### src/rtl/flhc_pkg.sv
// Purpose: constants and carriers for the flash command controller
// Assumes: one 100 MHz clock, parallel flash on plain pins
// Notes:   numbers used by the controller live here, except the 128 KB block size and the otp A8 bit
package flhc_pkg;
  // =========================================================
  // software port
  localparam logic [3:0]  REG_CTRL      = 4'h0; // w: cmd start, r: state
  localparam logic [3:0]  REG_ADDR      = 4'h1;
  localparam logic [3:0]  REG_DATA      = 4'h2;
  localparam logic [3:0]  REG_STAT      = 4'h3; // r: last status
  localparam logic [3:0]  REG_PUSH      = 4'h4; // w: buffer data word
  localparam logic [3:0]  REG_MODE      = 4'h5; // bit0: byte mode
  localparam int          CTRL_GO_BIT   = 8;
  localparam int          CTRL_BUSY_BIT = 0;
  localparam int          CTRL_ERR_BIT  = 1;
  // =========================================================
  // op codes chosen by software in CTRL[2:0]
  localparam logic [2:0]  OP_CLRLOCK    = 3'h1;
  localparam logic [2:0]  OP_IDREAD     = 3'h2;
  localparam logic [2:0]  OP_OTPPROG    = 3'h3;
  localparam logic [2:0]  OP_BUFPROG    = 3'h4;
  localparam logic [2:0]  OP_ARRAY      = 3'h5;
  // =========================================================
  // device commands
  localparam logic [7:0]  CMD_CLR_SETUP = 8'h60;
  localparam logic [7:0]  CMD_CONFIRM   = 8'hD0;
  localparam logic [7:0]  CMD_READ_ID   = 8'h90;
  localparam logic [7:0]  CMD_ARRAY     = 8'hFF;
  localparam logic [7:0]  CMD_OTP_SETUP = 8'hC0;
  localparam logic [7:0]  CMD_BUF_WRITE = 8'hE8;
  localparam logic [7:0]  CMD_CLR_STAT  = 8'h50;
  localparam logic [15:0] OTP_USER_LOCK = 16'hFFFD;
  localparam logic [22:0] OTP_BASE      = 23'h000100; // A8=1
  // =========================================================
  // status bit positions
  localparam int          SR_READY      = 7;
  localparam int          SR_ERASE_ERR  = 5;
  localparam int          SR_PROG_ERR   = 4;
  localparam int          SR_VOLT_ERR   = 3;
  localparam int          SR_LOCK_ERR   = 1;
  localparam int          XSR_BUF_AVAIL = 7;
  localparam logic [4:0]  CNT_MAX_BYTE  = 5'h1F;
  localparam logic [4:0]  CNT_MAX_WORD  = 5'h0F;
  // =========================================================
  // bus timing: 120 ns access, rounded up at 10 ns
  localparam int          T_ACC_NS      = 120;
  localparam int          CLK_NS        = 10;
  localparam logic [3:0]  ACC_CYC       = 4'((T_ACC_NS+CLK_NS-1)/CLK_NS);
  localparam int          BUF_DEPTH     = 32;

  typedef struct packed {
    logic [22:0] addr;
    logic [15:0] dq;
    logic        dq_oe;
    logic        ce_n;
    logic        oe_n;
    logic        we_n;
  } flhc_pins_s;
endpackage
### src/rtl/flhc_ctrl.sv
// Purpose: host-side sequencer for flash lock, otp and buffer commands
// Assumes: pins synchronous to mclk_i, device status pin high = ready
// Notes:   one bus cycle is ACC_CYC clocks of strobe plus one idle
//
// Strobed register access and the placing of the registers were left to the implementer.
`timescale 1ns/1ns
module flhc_ctrl (
  input  wire logic        mclk_i,
  input  wire logic        rst_n_i,
  input  wire logic [3:0]  sw_addr_i,
  input  wire logic [15:0] sw_wdata_i,
  input  wire logic        sw_wr_i,
  input  wire logic        sw_rd_i,
  output logic [15:0]      sw_rdata_o,
  input  wire logic [15:0] fl_dq_i,
  input  wire logic        fl_status_output_pin_i,
  output logic [22:0]      fl_addr_o,
  output logic [15:0]      fl_dq_o,
  output logic             fl_dq_oe_o,
  output logic             fl_ce_n_o,
  output logic             fl_oe_n_o,
  output logic             fl_we_n_o
);
  typedef enum logic [7:0] {
    S_IDLE = 8'h01, S_CMD  = 8'h02, S_AVAIL = 8'h04, S_COUNT = 8'h08,
    S_DATA = 8'h10, S_WAIT = 8'h20, S_POLL  = 8'h40, S_CLR   = 8'h80
  } flhc_state_e;

  typedef struct packed {
    flhc_state_e       st;
    flhc_pkg::flhc_pins_s pin;
    logic [1:0]        rst_sync;
    logic [3:0]        tmr;
    logic              rd;          // current bus cycle is a read
    logic [1:0]        step;        // which write of a sequence
    logic [2:0]        op;
    logic [22:0]       addr;
    logic [15:0]       data;
    logic [15:0]       rdata;       // last ID or extended status read
    logic [7:0]        status;
    logic              err;
    logic              byte_mode;
    logic [4:0]        cnt;         // buffer count N
    logic [4:0]        wr_ptr;
    logic [4:0]        rd_ptr;
    logic [15:0]       sw_rdata;
  } flhc_state_s;

  flhc_state_s cur_ff;
  flhc_state_s nxt_cur;
  logic [15:0] buf_mem [flhc_pkg::BUF_DEPTH];
  logic        rst_n;

  // a bus cycle: drive strobes for ACC_CYC clocks then release one clock
  function automatic logic [3:0] tick(input logic [3:0] t);
    return (t == flhc_pkg::ACC_CYC) ? 4'h0 : t + 4'h1;
  endfunction

  // block base address: 128 KB blocks, lower 17 bits cleared
  function automatic logic [22:0] blk(input logic [22:0] a);
    return {a[22:17], 17'h00000};
  endfunction

  assign rst_n = cur_ff.rst_sync[1];

  // buffer data array, written by software only
  always_ff @(posedge mclk_i) begin
    if (sw_wr_i && sw_addr_i == flhc_pkg::REG_PUSH) begin
      buf_mem[cur_ff.wr_ptr] <= sw_wdata_i;
    end
  end

  // =========================================================
  // next state
  always_comb begin
    logic done;
    logic [7:0] cmd;
    nxt_cur = cur_ff;
    done = (cur_ff.tmr == flhc_pkg::ACC_CYC);
    cmd = 8'h00;
    nxt_cur.rst_sync = {cur_ff.rst_sync[0], 1'b1};
    nxt_cur.pin.ce_n = 1'b1;
    nxt_cur.pin.oe_n = 1'b1;
    nxt_cur.pin.we_n = 1'b1;
    nxt_cur.pin.dq_oe = 1'b0;
    // software port; register reads answer next cycle
    if (sw_wr_i) begin
      unique case (sw_addr_i)
        flhc_pkg::REG_ADDR: nxt_cur.addr = {7'h00, sw_wdata_i};
        flhc_pkg::REG_DATA: nxt_cur.data = sw_wdata_i;
        flhc_pkg::REG_MODE: nxt_cur.byte_mode = sw_wdata_i[0];
        flhc_pkg::REG_PUSH: nxt_cur.wr_ptr = cur_ff.wr_ptr + 5'h01;
        flhc_pkg::REG_CTRL: begin
          if (sw_wdata_i[flhc_pkg::CTRL_GO_BIT] && cur_ff.st == S_IDLE) begin
            nxt_cur.op = sw_wdata_i[2:0];
            nxt_cur.st = S_CMD;
            nxt_cur.step = 2'h0;
            nxt_cur.tmr = 4'h0;
            nxt_cur.rd = 1'b0; // a poll leaves rd set; first cycle writes
            nxt_cur.err = 1'b0;
          end
        end
        default: ;
      endcase
    end
    if (sw_rd_i) begin
      unique case (sw_addr_i)
        flhc_pkg::REG_CTRL: nxt_cur.sw_rdata =
          {14'h0000, cur_ff.err, cur_ff.st != S_IDLE};
        flhc_pkg::REG_STAT: nxt_cur.sw_rdata = {8'h00, cur_ff.status};
        flhc_pkg::REG_DATA: nxt_cur.sw_rdata = cur_ff.rdata;
        flhc_pkg::REG_MODE: nxt_cur.sw_rdata = {15'h0000, cur_ff.byte_mode};
        default:            nxt_cur.sw_rdata = 16'h0000;
      endcase
    end
    // drive a bus cycle while timer runs below ACC_CYC
    if (cur_ff.st != S_IDLE && cur_ff.st != S_WAIT && !done) begin
      nxt_cur.pin.ce_n = 1'b0;
      nxt_cur.pin.we_n = cur_ff.rd;
      nxt_cur.pin.oe_n = !cur_ff.rd;
      nxt_cur.pin.dq_oe = !cur_ff.rd;
    end
    unique case (cur_ff.st)
      S_IDLE: nxt_cur.tmr = 4'h0;
      // command writes per operation
      S_CMD: begin
        nxt_cur.rd = 1'b0;
        nxt_cur.tmr = tick(cur_ff.tmr);
        unique case (cur_ff.op)
          flhc_pkg::OP_CLRLOCK: begin
            cmd = (cur_ff.step == 2'h0) ? flhc_pkg::CMD_CLR_SETUP
                                        : flhc_pkg::CMD_CONFIRM;
            nxt_cur.pin.addr = 23'h000000;
            nxt_cur.pin.dq = {8'h00, cmd};
          end
          flhc_pkg::OP_OTPPROG: begin
            nxt_cur.pin.addr = (cur_ff.step == 2'h0) ? flhc_pkg::OTP_BASE
              : {14'h0000, 1'b1, cur_ff.addr[7:0]};
            nxt_cur.pin.dq = (cur_ff.step == 2'h0)
              ? {8'h00, flhc_pkg::CMD_OTP_SETUP}
              : (cur_ff.byte_mode ? {8'h00, cur_ff.data[7:0]}
                                  : cur_ff.data); // FFFDh locks user
          end
          flhc_pkg::OP_IDREAD: begin
            nxt_cur.pin.addr = flhc_pkg::OTP_BASE;
            nxt_cur.pin.dq = {8'h00, flhc_pkg::CMD_READ_ID};
          end
          flhc_pkg::OP_BUFPROG: begin
            nxt_cur.pin.addr = blk(cur_ff.addr);
            nxt_cur.pin.dq = {8'h00, flhc_pkg::CMD_BUF_WRITE};
          end
          default: begin
            nxt_cur.pin.addr = 23'h000000;
            nxt_cur.pin.dq = {8'h00, flhc_pkg::CMD_ARRAY};
          end
        endcase
        if (done) begin
          nxt_cur.step = cur_ff.step + 2'h1;
          if (cur_ff.op == flhc_pkg::OP_BUFPROG ||
              cur_ff.op == flhc_pkg::OP_IDREAD) begin
            nxt_cur.st = S_AVAIL;
            nxt_cur.rd = 1'b1;
          end else if ((cur_ff.op == flhc_pkg::OP_CLRLOCK ||
                        cur_ff.op == flhc_pkg::OP_OTPPROG) &&
                       cur_ff.step == 2'h0) begin
            nxt_cur.st = S_CMD;
          end else if (cur_ff.op == flhc_pkg::OP_CLRLOCK ||
                       cur_ff.op == flhc_pkg::OP_OTPPROG) begin
            nxt_cur.st = S_WAIT;
          end else begin
            nxt_cur.st = S_IDLE;
          end
        end
      end
      // one read: a protection location after 90h, else extended status
      S_AVAIL: begin
        nxt_cur.tmr = tick(cur_ff.tmr);
        nxt_cur.pin.addr = (cur_ff.op == flhc_pkg::OP_IDREAD)
          ? {14'h0000, 1'b1, cur_ff.addr[7:0]}
          : blk(cur_ff.addr);
        if (done) begin
          nxt_cur.rdata = fl_dq_i;
          nxt_cur.rd = 1'b0;
          if (cur_ff.op == flhc_pkg::OP_IDREAD) begin
            nxt_cur.st = S_IDLE;
          end else if (fl_dq_i[flhc_pkg::XSR_BUF_AVAIL]) begin
            nxt_cur.st = S_COUNT;
            nxt_cur.cnt = (cur_ff.wr_ptr == 5'h00) ? 5'h00
                                                   : cur_ff.wr_ptr - 5'h01;
            // clip here so the count stands unchanged through its write
            if (!cur_ff.byte_mode &&
                nxt_cur.cnt > flhc_pkg::CNT_MAX_WORD) begin
              nxt_cur.cnt = flhc_pkg::CNT_MAX_WORD;
            end
          end else begin
            nxt_cur.st = S_CMD;
          end
        end
      end
      // count write, clipped to the mode limit
      S_COUNT: begin
        nxt_cur.pin.addr = blk(cur_ff.addr);
        nxt_cur.pin.dq = {11'h000, cur_ff.cnt};
        nxt_cur.tmr = tick(cur_ff.tmr);
        nxt_cur.rd_ptr = 5'h00;
        if (done) nxt_cur.st = S_DATA;
      end
      // exactly N+1 data writes inside the block, then confirm
      S_DATA: begin
        nxt_cur.tmr = tick(cur_ff.tmr);
        if (cur_ff.rd_ptr > cur_ff.cnt) begin
          nxt_cur.pin.addr = blk(cur_ff.addr);
          nxt_cur.pin.dq = {8'h00, flhc_pkg::CMD_CONFIRM};
          if (done) nxt_cur.st = S_WAIT;
        end else begin
          nxt_cur.pin.addr = cur_ff.addr + {18'h00000, cur_ff.rd_ptr};
          nxt_cur.pin.dq = buf_mem[cur_ff.rd_ptr];
          if (done) nxt_cur.rd_ptr = cur_ff.rd_ptr + 5'h01;
        end
      end
      // wait for the status pin to report ready
      S_WAIT: begin
        nxt_cur.tmr = 4'h0;
        nxt_cur.rd = 1'b1;
        if (fl_status_output_pin_i) nxt_cur.st = S_POLL;
      end
      // status read; an OE low-high-low cycle refreshes it
      S_POLL: begin
        nxt_cur.tmr = tick(cur_ff.tmr);
        if (done) begin
          nxt_cur.status = fl_dq_i[7:0];
          nxt_cur.wr_ptr = 5'h00;
          if (!fl_dq_i[flhc_pkg::SR_READY]) begin
            nxt_cur.st = S_POLL;
          end else if (fl_dq_i[flhc_pkg::SR_ERASE_ERR] ||
                       fl_dq_i[flhc_pkg::SR_PROG_ERR] ||
                       fl_dq_i[flhc_pkg::SR_VOLT_ERR] ||
                       fl_dq_i[flhc_pkg::SR_LOCK_ERR]) begin
            nxt_cur.err = 1'b1; // software repeats clear-lock
            nxt_cur.rd = 1'b0;
            nxt_cur.st = S_CLR;
          end else begin
            nxt_cur.st = S_IDLE;
          end
        end
      end
      // clear status after any error
      S_CLR: begin
        nxt_cur.pin.dq = {8'h00, flhc_pkg::CMD_CLR_STAT};
        nxt_cur.tmr = tick(cur_ff.tmr);
        if (done) nxt_cur.st = S_IDLE;
      end
    endcase
  end

  // state register; reset loads constants, except rst_sync, which keeps shifting during the synchronised reset
  always_ff @(posedge mclk_i or negedge rst_n_i) begin
    if (!rst_n_i) begin
      cur_ff <= '{st: S_IDLE, pin: '{addr: 23'h000000, dq: 16'h0000,
                  dq_oe: 1'b0, ce_n: 1'b1, oe_n: 1'b1, we_n: 1'b1},
                  default: '0};
    end else if (!rst_n) begin
      cur_ff <= '{st: S_IDLE, pin: '{addr: 23'h000000, dq: 16'h0000,
                  dq_oe: 1'b0, ce_n: 1'b1, oe_n: 1'b1, we_n: 1'b1},
                  rst_sync: nxt_cur.rst_sync, default: '0};
    end else begin
      cur_ff <= nxt_cur;
    end
  end

  assign sw_rdata_o = cur_ff.sw_rdata;
  assign fl_addr_o  = cur_ff.pin.addr;
  assign fl_dq_o    = cur_ff.pin.dq;
  assign fl_dq_oe_o = cur_ff.pin.dq_oe;
  assign fl_ce_n_o  = cur_ff.pin.ce_n;
  assign fl_oe_n_o  = cur_ff.pin.oe_n;
  assign fl_we_n_o  = cur_ff.pin.we_n;
endmodule // flhc_ctrl

### config.mk
export PLATFORM = sky130hd
export DESIGN_NAME = flhc_ctrl
export DESIGN_NICKNAME = d
export VERILOG_FILES = /design/src/rtl/flhc_pkg.sv /design/src/rtl/flhc_ctrl.sv
export SDC_FILE = /design/constraint.sdc
export NUM_CORES = 1
export LEC_CHECK = 0
export ABC_AREA = 0
export BUFFER_PORTS_ARGS = -buffer_cell sky130_fd_sc_hd__buf_2
export CAP_MARGIN = 40
export CORE_MARGIN = 5
export CORE_UTILIZATION = 25
export DETAILED_ROUTE_END_ITERATION = 16
export PLACE_DENSITY = 0.5
export SKIP_CTS_REPAIR_TIMING = 1
export SYNTH_ARGS = -nofsm -noshare
export SYNTH_HDL_FRONTEND = slang
export SYNTH_SLANG_ARGS = --single-unit
### constraint.sdc
create_clock -name mclk_i -period 3.05 [get_ports mclk_i]
set_input_delay 0.61 -clock mclk_i [delete_from_list [all_inputs] [get_ports mclk_i]]
set_output_delay 0.61 -clock mclk_i [all_outputs]
set_load 0.01 [all_outputs]
# Word-level counts from Yosys, hierarchy flattened
# Memory sizes are Yosys's and may differ from the RTL's.
# Cells that the tools add are included.
# Widths: inputs -> output; s select.
word_totals:
  regBits: 159
  ramBits: 512
  inputBits: 41
  out_inout_bits: 59
  word_cells: 167
  mem_count: 1
mem_list:
  columns: ["memory", "words", "word_bits", "rd", "rd_ports_with_merged_regs", "write_ports", "line_no", "source"]
  rows:
  - ["buf_mem", 32, 16, 1, 0, 1, "flhc_ctrl.sv:51", "logic [15:0] buf_mem [flhc_pkg::BUF_DEPTH];"]
classes:
  n_addsub: 6
  n_lt_le_gt_ge: 2
  n_eq_ne: 37
  mux: 72
  n_reduce_logical: 27
op_table:
  columns: ["op", "count"]
  rows:
  - ["$mux 159", 1]
  - ["$pmux 39 s4", 1]
  - ["$mux 8", 18]
  - ["$pmux 16 s4", 2]
  - ["$mux 16", 6]
  - ["$pmux 23 s4", 1]
  - ["$mux 5", 12]
  - ["$pmux 8 s7", 1]
  - ["$mux 23", 2]
  - ["$mux 45", 1]
  - ["$mux 39", 1]
  - ["$add 23x5->23", 1]
  - ["$mux 6", 3]
  - ["$mux 9", 2]
  - ["$ne 2x1->1 const B", 8]
  - ["$mux 1", 12]
  - ["$mux 4", 3]
  - ["$add 5x1->5 const B", 2]
  - ["$ne 5x1->1 const B", 2]
  - ["$pmux 5 s2", 1]
  - ["$reduce_and 2->1", 5]
  - ["$eq 4x2->1 const B", 2]
  - ["$eq 4x3->1 const B", 2]
  - ["$eq 8x1->1 const B", 1]
  - ["36 further kinds", 54]

# Depth between registers and ports, before layout
depth:
  word_depth: 10
  ltp_mapped: 13
  ltp_nobuf: 9

# Worst setup path after synthesis
# No wires, ideal clock.
synth_timing:
  path_kind: "input to register"
  from: "input sw_addr_i[0]"
  to: "memory buf_mem[31][0], enable pin"
  setup_time_ns: 0.388
  arrival_ns: 2.462
  required_ns: 2.662
  setup_slack_ns: 0.200
  cell_stages: 6
  path_buffers: 2
  path_cell_list: "clkbuf_1 > nor2_1 > and3_1 > clkbuf_1 > nand2_1 > nor2_1"
synth_between:
  elab_chain_cells: 4
synth_rtl:
  columns: ["item", "line_no", "source"]
  rows:
  - ["start, declared", "flhc_ctrl.sv:10", "input wire logic [3:0] sw_addr_i,"]
  - ["$eq 4x3->1", "flhc_ctrl.sv:68", "if (sw_wr_i && sw_addr_i == flhc_pkg::REG_PUSH) begin"]
  - ["$logic_and 1x1->1", "flhc_ctrl.sv:68", null]
  - ["$mux 1", "flhc_ctrl.sv:68", null]
  - ["$mux 1 (implied by the code)", "flhc_ctrl.sv:69", "buf_mem[cur_ff.wr_ptr] <= sw_wdata_i;"]
  - ["end, declared", "flhc_ctrl.sv:51", null]
# No other way between the ends.

# Worst setup path in the final report
layout_timing:
  from: "register cur_ff[18] in the netlist's numbering"
  to: "register cur_ff (netlist bit fl_dq_o[10])"
layout_between:
  elab_chain_cells: 4
  elab_cells_between_ends: 5
  cone_classes: "order compare (1); mux (3); memory (1)"
layout_rtl:
  columns: ["item", "line_no", "source"]
  rows:
  - ["start, declared", "flhc_ctrl.sv:49", "flhc_state_s cur_ff;"]
  - ["start signal, assigned", "flhc_ctrl.sv:259", "cur_ff <= '{st: S_IDLE, pin: '{addr: 23'h000000, dq: 16'h0000,"]
  - ["start signal, assigned", "flhc_ctrl.sv:263", "cur_ff <= '{st: S_IDLE, pin: '{addr: 23'h000000, dq: 16'h0000,"]
  - ["start signal, assigned", "flhc_ctrl.sv:267", "cur_ff <= nxt_cur;"]
  - ["$mem_v2 32x16 or $gt 5x5->1 (tied branches)", null, null]
  - ["$mux 39 (*)", "flhc_ctrl.sv:211", "if (cur_ff.rd_ptr > cur_ff.cnt) begin"]
  - ["$pmux 16 s4 (*)", "flhc_ctrl.sv:123", "unique case (cur_ff.st)"]
  - ["$mux 159 (*)", "flhc_ctrl.sv:262", "end else if (!rst_n) begin"]
# Every way passes the cells marked *; elsewhere a longest branch is shown, timed or not.
# A chain may end at the register's enable or synchronous reset.

==> impl_results.md <==
* Port bufs at 99
* Post-layout minimum cycle time at 2.86 ns
* Clock sinks at 664
* Worst Clk Skew at 0.0188 ns
* Final WS setup at 0.193 ns
* Post-synthesis cell type count at 80
* Initial Utilization at roughly 25%
* CP max stage delay at 0.59 ns
* Most frequent cell after synthesis: edfxtp_1
* Crit-path cells: ha_1 > a21o_1 > a2111oi_2 > nor3_1 > nand4b_1 > o22ai_1 > a221o_1
* Hold path cells at 3
* First-pass GRT wire length at between 100 and 150 mm
* Sw frac at between 20% and 30%
* ANT nets after route at 0
* WP data required at 3.59 ns
* Tot Pwr at 18700 uW
* Yosys top cell area share at 55.7%
* Die H at 342 um
* Reg clk slew, reported paths at 0.06 ns
* Max-slew violations at 0
* Max Cap Viol at 0
* Hold WC Path Type: in -> reg
* Worst Path Max Fanout at 9
* Pre-antenna DRT Iters at 5
* RSZ-0062 raised after global routing: no
* Worst reg2reg path depth at 7
* Total net switching power at about 4000 uW
* Post-Syn Nets at between 1500 and 2000
* Cell Rows at around 120
* I/O pins at 100
* CP startpoint kind: flop
* Hpwl dp at 52.9 mm
* GRT Residual Overflow at 0
* Hold path endpoint: cur_ff[54]
* Buf/Inv on CP at 0
* Hold Fails Final Rpt at 0
* Total CTS buffers at 73
* H-tree depth at 3
* PwrDens at around 580 nW/um2
* Top area cells in the synthesized netlist: edfxtp_1 (56%), dfrtp_1 (13%), mux4_2 (9.1%)
* Post-Route WL at ~78 mm
* Setup TNS at 0 ns
* Tot GR Track Use at a little over an eighth
* Slew @ Worst Pin at 0.919 ns
* Iter 0 DRT Violations at 1420
* Worst reg2reg setup slack at 0.19 ns
* Yosys Warn Count at 0
* Gp weighted congestion at 0.834
* Final core utilization at 29.5%
* Max clock buf depth at 3
* Period utilization at between 90% and 100%
* Initial antenna violation count at 13
* Reg-to-reg endpoint: fl_dq_o[10]
* Hold Path Origin: fl_dq_i[13]
* Max_slew headroom at 38.8%
* Vias per cell at approximately 4.6
* Area Overhead vs Synth at 17.9%
* Vias in the first global route at 16500
* Largest net degree at the start of global routing at 64
* Final #Nets at 1969
* Power share of the combinational group at under 10%
* Die Area at 117000 um2
* Worst skew pair latency at 0.62 ns
* Status: finished clean
* Delay-heaviest family, CP: compound AO/OA/AOI/OAI gates
* Int Pwr at 14800 uW
* Synth cell count leaders: edfxtp_1 (512), nand2_1 (185), dfrtp_1 (148), mux4_2 (112), a21oi_1 (104)
* Register area share after synthesis at 69.5%
* CP arrival at ~3.4 ns
* Syn avg cell area at about 16 um2
* Syn Inst Count at 1766
* Crit path max-delay cell type: a2111oi_2
* Post-synth ARST share at 22.9%
* Pleak at 0.0110 uW
* Mapped Area at 27600 um2
* FF+latch count, synth at 664
* Clock power share at 45.8%
* CTS tree: built
* Setup Viol. Count Final at 0
* Share of layout cells above drive strength 1 at around a quarter
* Critical Path Sink Type: flop
* WS Path Type: reg -> reg
* Via Count at 16000
* WL/cell at around 23 um
* Dominant synthesized flop cell: edfxtp_1
* Post-synth EDFFs at a little over 500
* Filler cells at 11000
* Seq pwr share at 52.2%
* Number of remaining DRC errors at 0
* Worst slack, placed at 0.315 ns
* Clk root buf: clkbuf_16
* Die X at 342 um
* Max Freq at 350 MHz
* Core region area at 110000 um2
* Reg2reg start: cur_ff[18]
* Peak supply drop at 0.376 mV
* Area leader, netlist: edfxtp_1
sequential cells by signal, indices dropped and copies added, names as in the netlist:
register    flops
cur_ff         93
sw_rdata_o     16
buf_mem       512
fl_dq_o        16
fl_dq_oe_o      1
fl_ce_n_o       1
fl_addr_o      23
fl_oe_n_o       1
fl_we_n_o       1
cells by family after synthesis:
logic type | Yosys count | share of synthesized area (%)
simple gates | 443 | 7.60
fa+ha+maj | 20 | 0.934
flops | 664 | 69.5
buf+inv | 164 | 3.25
xor+xnor | 24 | 0.761
compound gates | 294 | 7.21
mux | 156 | 10.7
other cells | 1 | 0.0136
worst max path at each step:
| stage | startpoint | end | slack [ns] | cells after the start |
|---|---|---|---|---|
| finish | cur_ff[18] | fl_dq_o[10] | 0.19 | 7 |
| global route | cur_ff[18] | fl_dq_o[9] | 0.08 | 7 |
| CTS | cur_ff[16] | fl_dq_o[7] | 0.31 | 7 |
| detailed placement | cur_ff[16] | fl_dq_o[7] | 0.31 | 7 |
| global placement | cur_ff[16] | fl_dq_o[7] | 0.31 | 7 |
| floorplan | sw_addr_i[0] | buf_mem[31][0] | 0.20 | 6 |
power groups by stage:
stage                     registers [uW]  logic [uW]  clock network (uW)
after floorplan                     9960        77.8                   0
after global routing                9770         410                9170
after global placement              9970         358                   0
final                               9780         376                8590
after CTS                           9780         386                8800
after detailed placement            9960         386                   0
cells in the final DEF (no fill, tap or decap), types with 15 or more instances in the layout:
master     Yosys  final
dfrtp_1      148    145
a22o_1        23     23
buf_12         0     15
edfxtp_1     512    512
mux4_2       112    112
nand4_1       15     15
mux2i_1       42     42
nor2b_1       30     30
clkbuf_1      56     20
buf_2         15     99
ha_1          19     19
o21ai_0       43     43
inv_1         19     18
a21oi_1      104    104
clkbuf_16      0     75
nand2_1      185    185
a22oi_1       21     21
xnor2_1       15     15
nand3_1       25     25
nor2_1        98     98
buf_4         64     94
through the flow:
step | cell area (um2) | hold slack, ns | cells
2_1_floorplan | 27600 | 0.314 | 1766
3_3_place_gp | 30100 | 0.339 | 3313
3_5_place_dp | 30200 | 0.350 | 3320
4_1_cts | 32500 | -0.0918 | 3453
5_1_grt | 32500 | 0.223 | 3454
6_report | 32600 | 0.242 | 3460
metal layers:
layer / track usage, % / vias to the layer above / part of all wire [%]
met3: 3.88 / 138 / 7.2
met2: 21.4 / 458 / 48
met1: 17.0 / 8314 / 42
li1: - / 7065 / -
met5: 0 / - / 0.074
met4: 4.33 / 8 / 3.5
worst reg2reg max path, stage by stage, from the launching register on:
cell       delay (ns)
dfrtp_4          0.53
ha_1             0.21
a21o_1           0.21
a2111oi_2        0.59
nor3_1           0.26
nand4b_1         0.53
o22ai_1          0.33
a221o_1          0.14
area by class of cell:
cell class                      count  area [um2]  share of cell area [%]
Clock inverter                     34         314                   0.965
Timing Repair Buffer              211        1550                    4.76
Sequential cell                   664       19200                    59.0
Inverter                           20        75.1                   0.231
Antenna cell                        6        15.0                  0.0461
Multi-Input combinational cell    938        7530                    23.1
Clock buffer                       99        2010                    6.17
Tap cell                         1488        1860                    5.72
No activity file was read; power rests on OpenSTA's default activity.
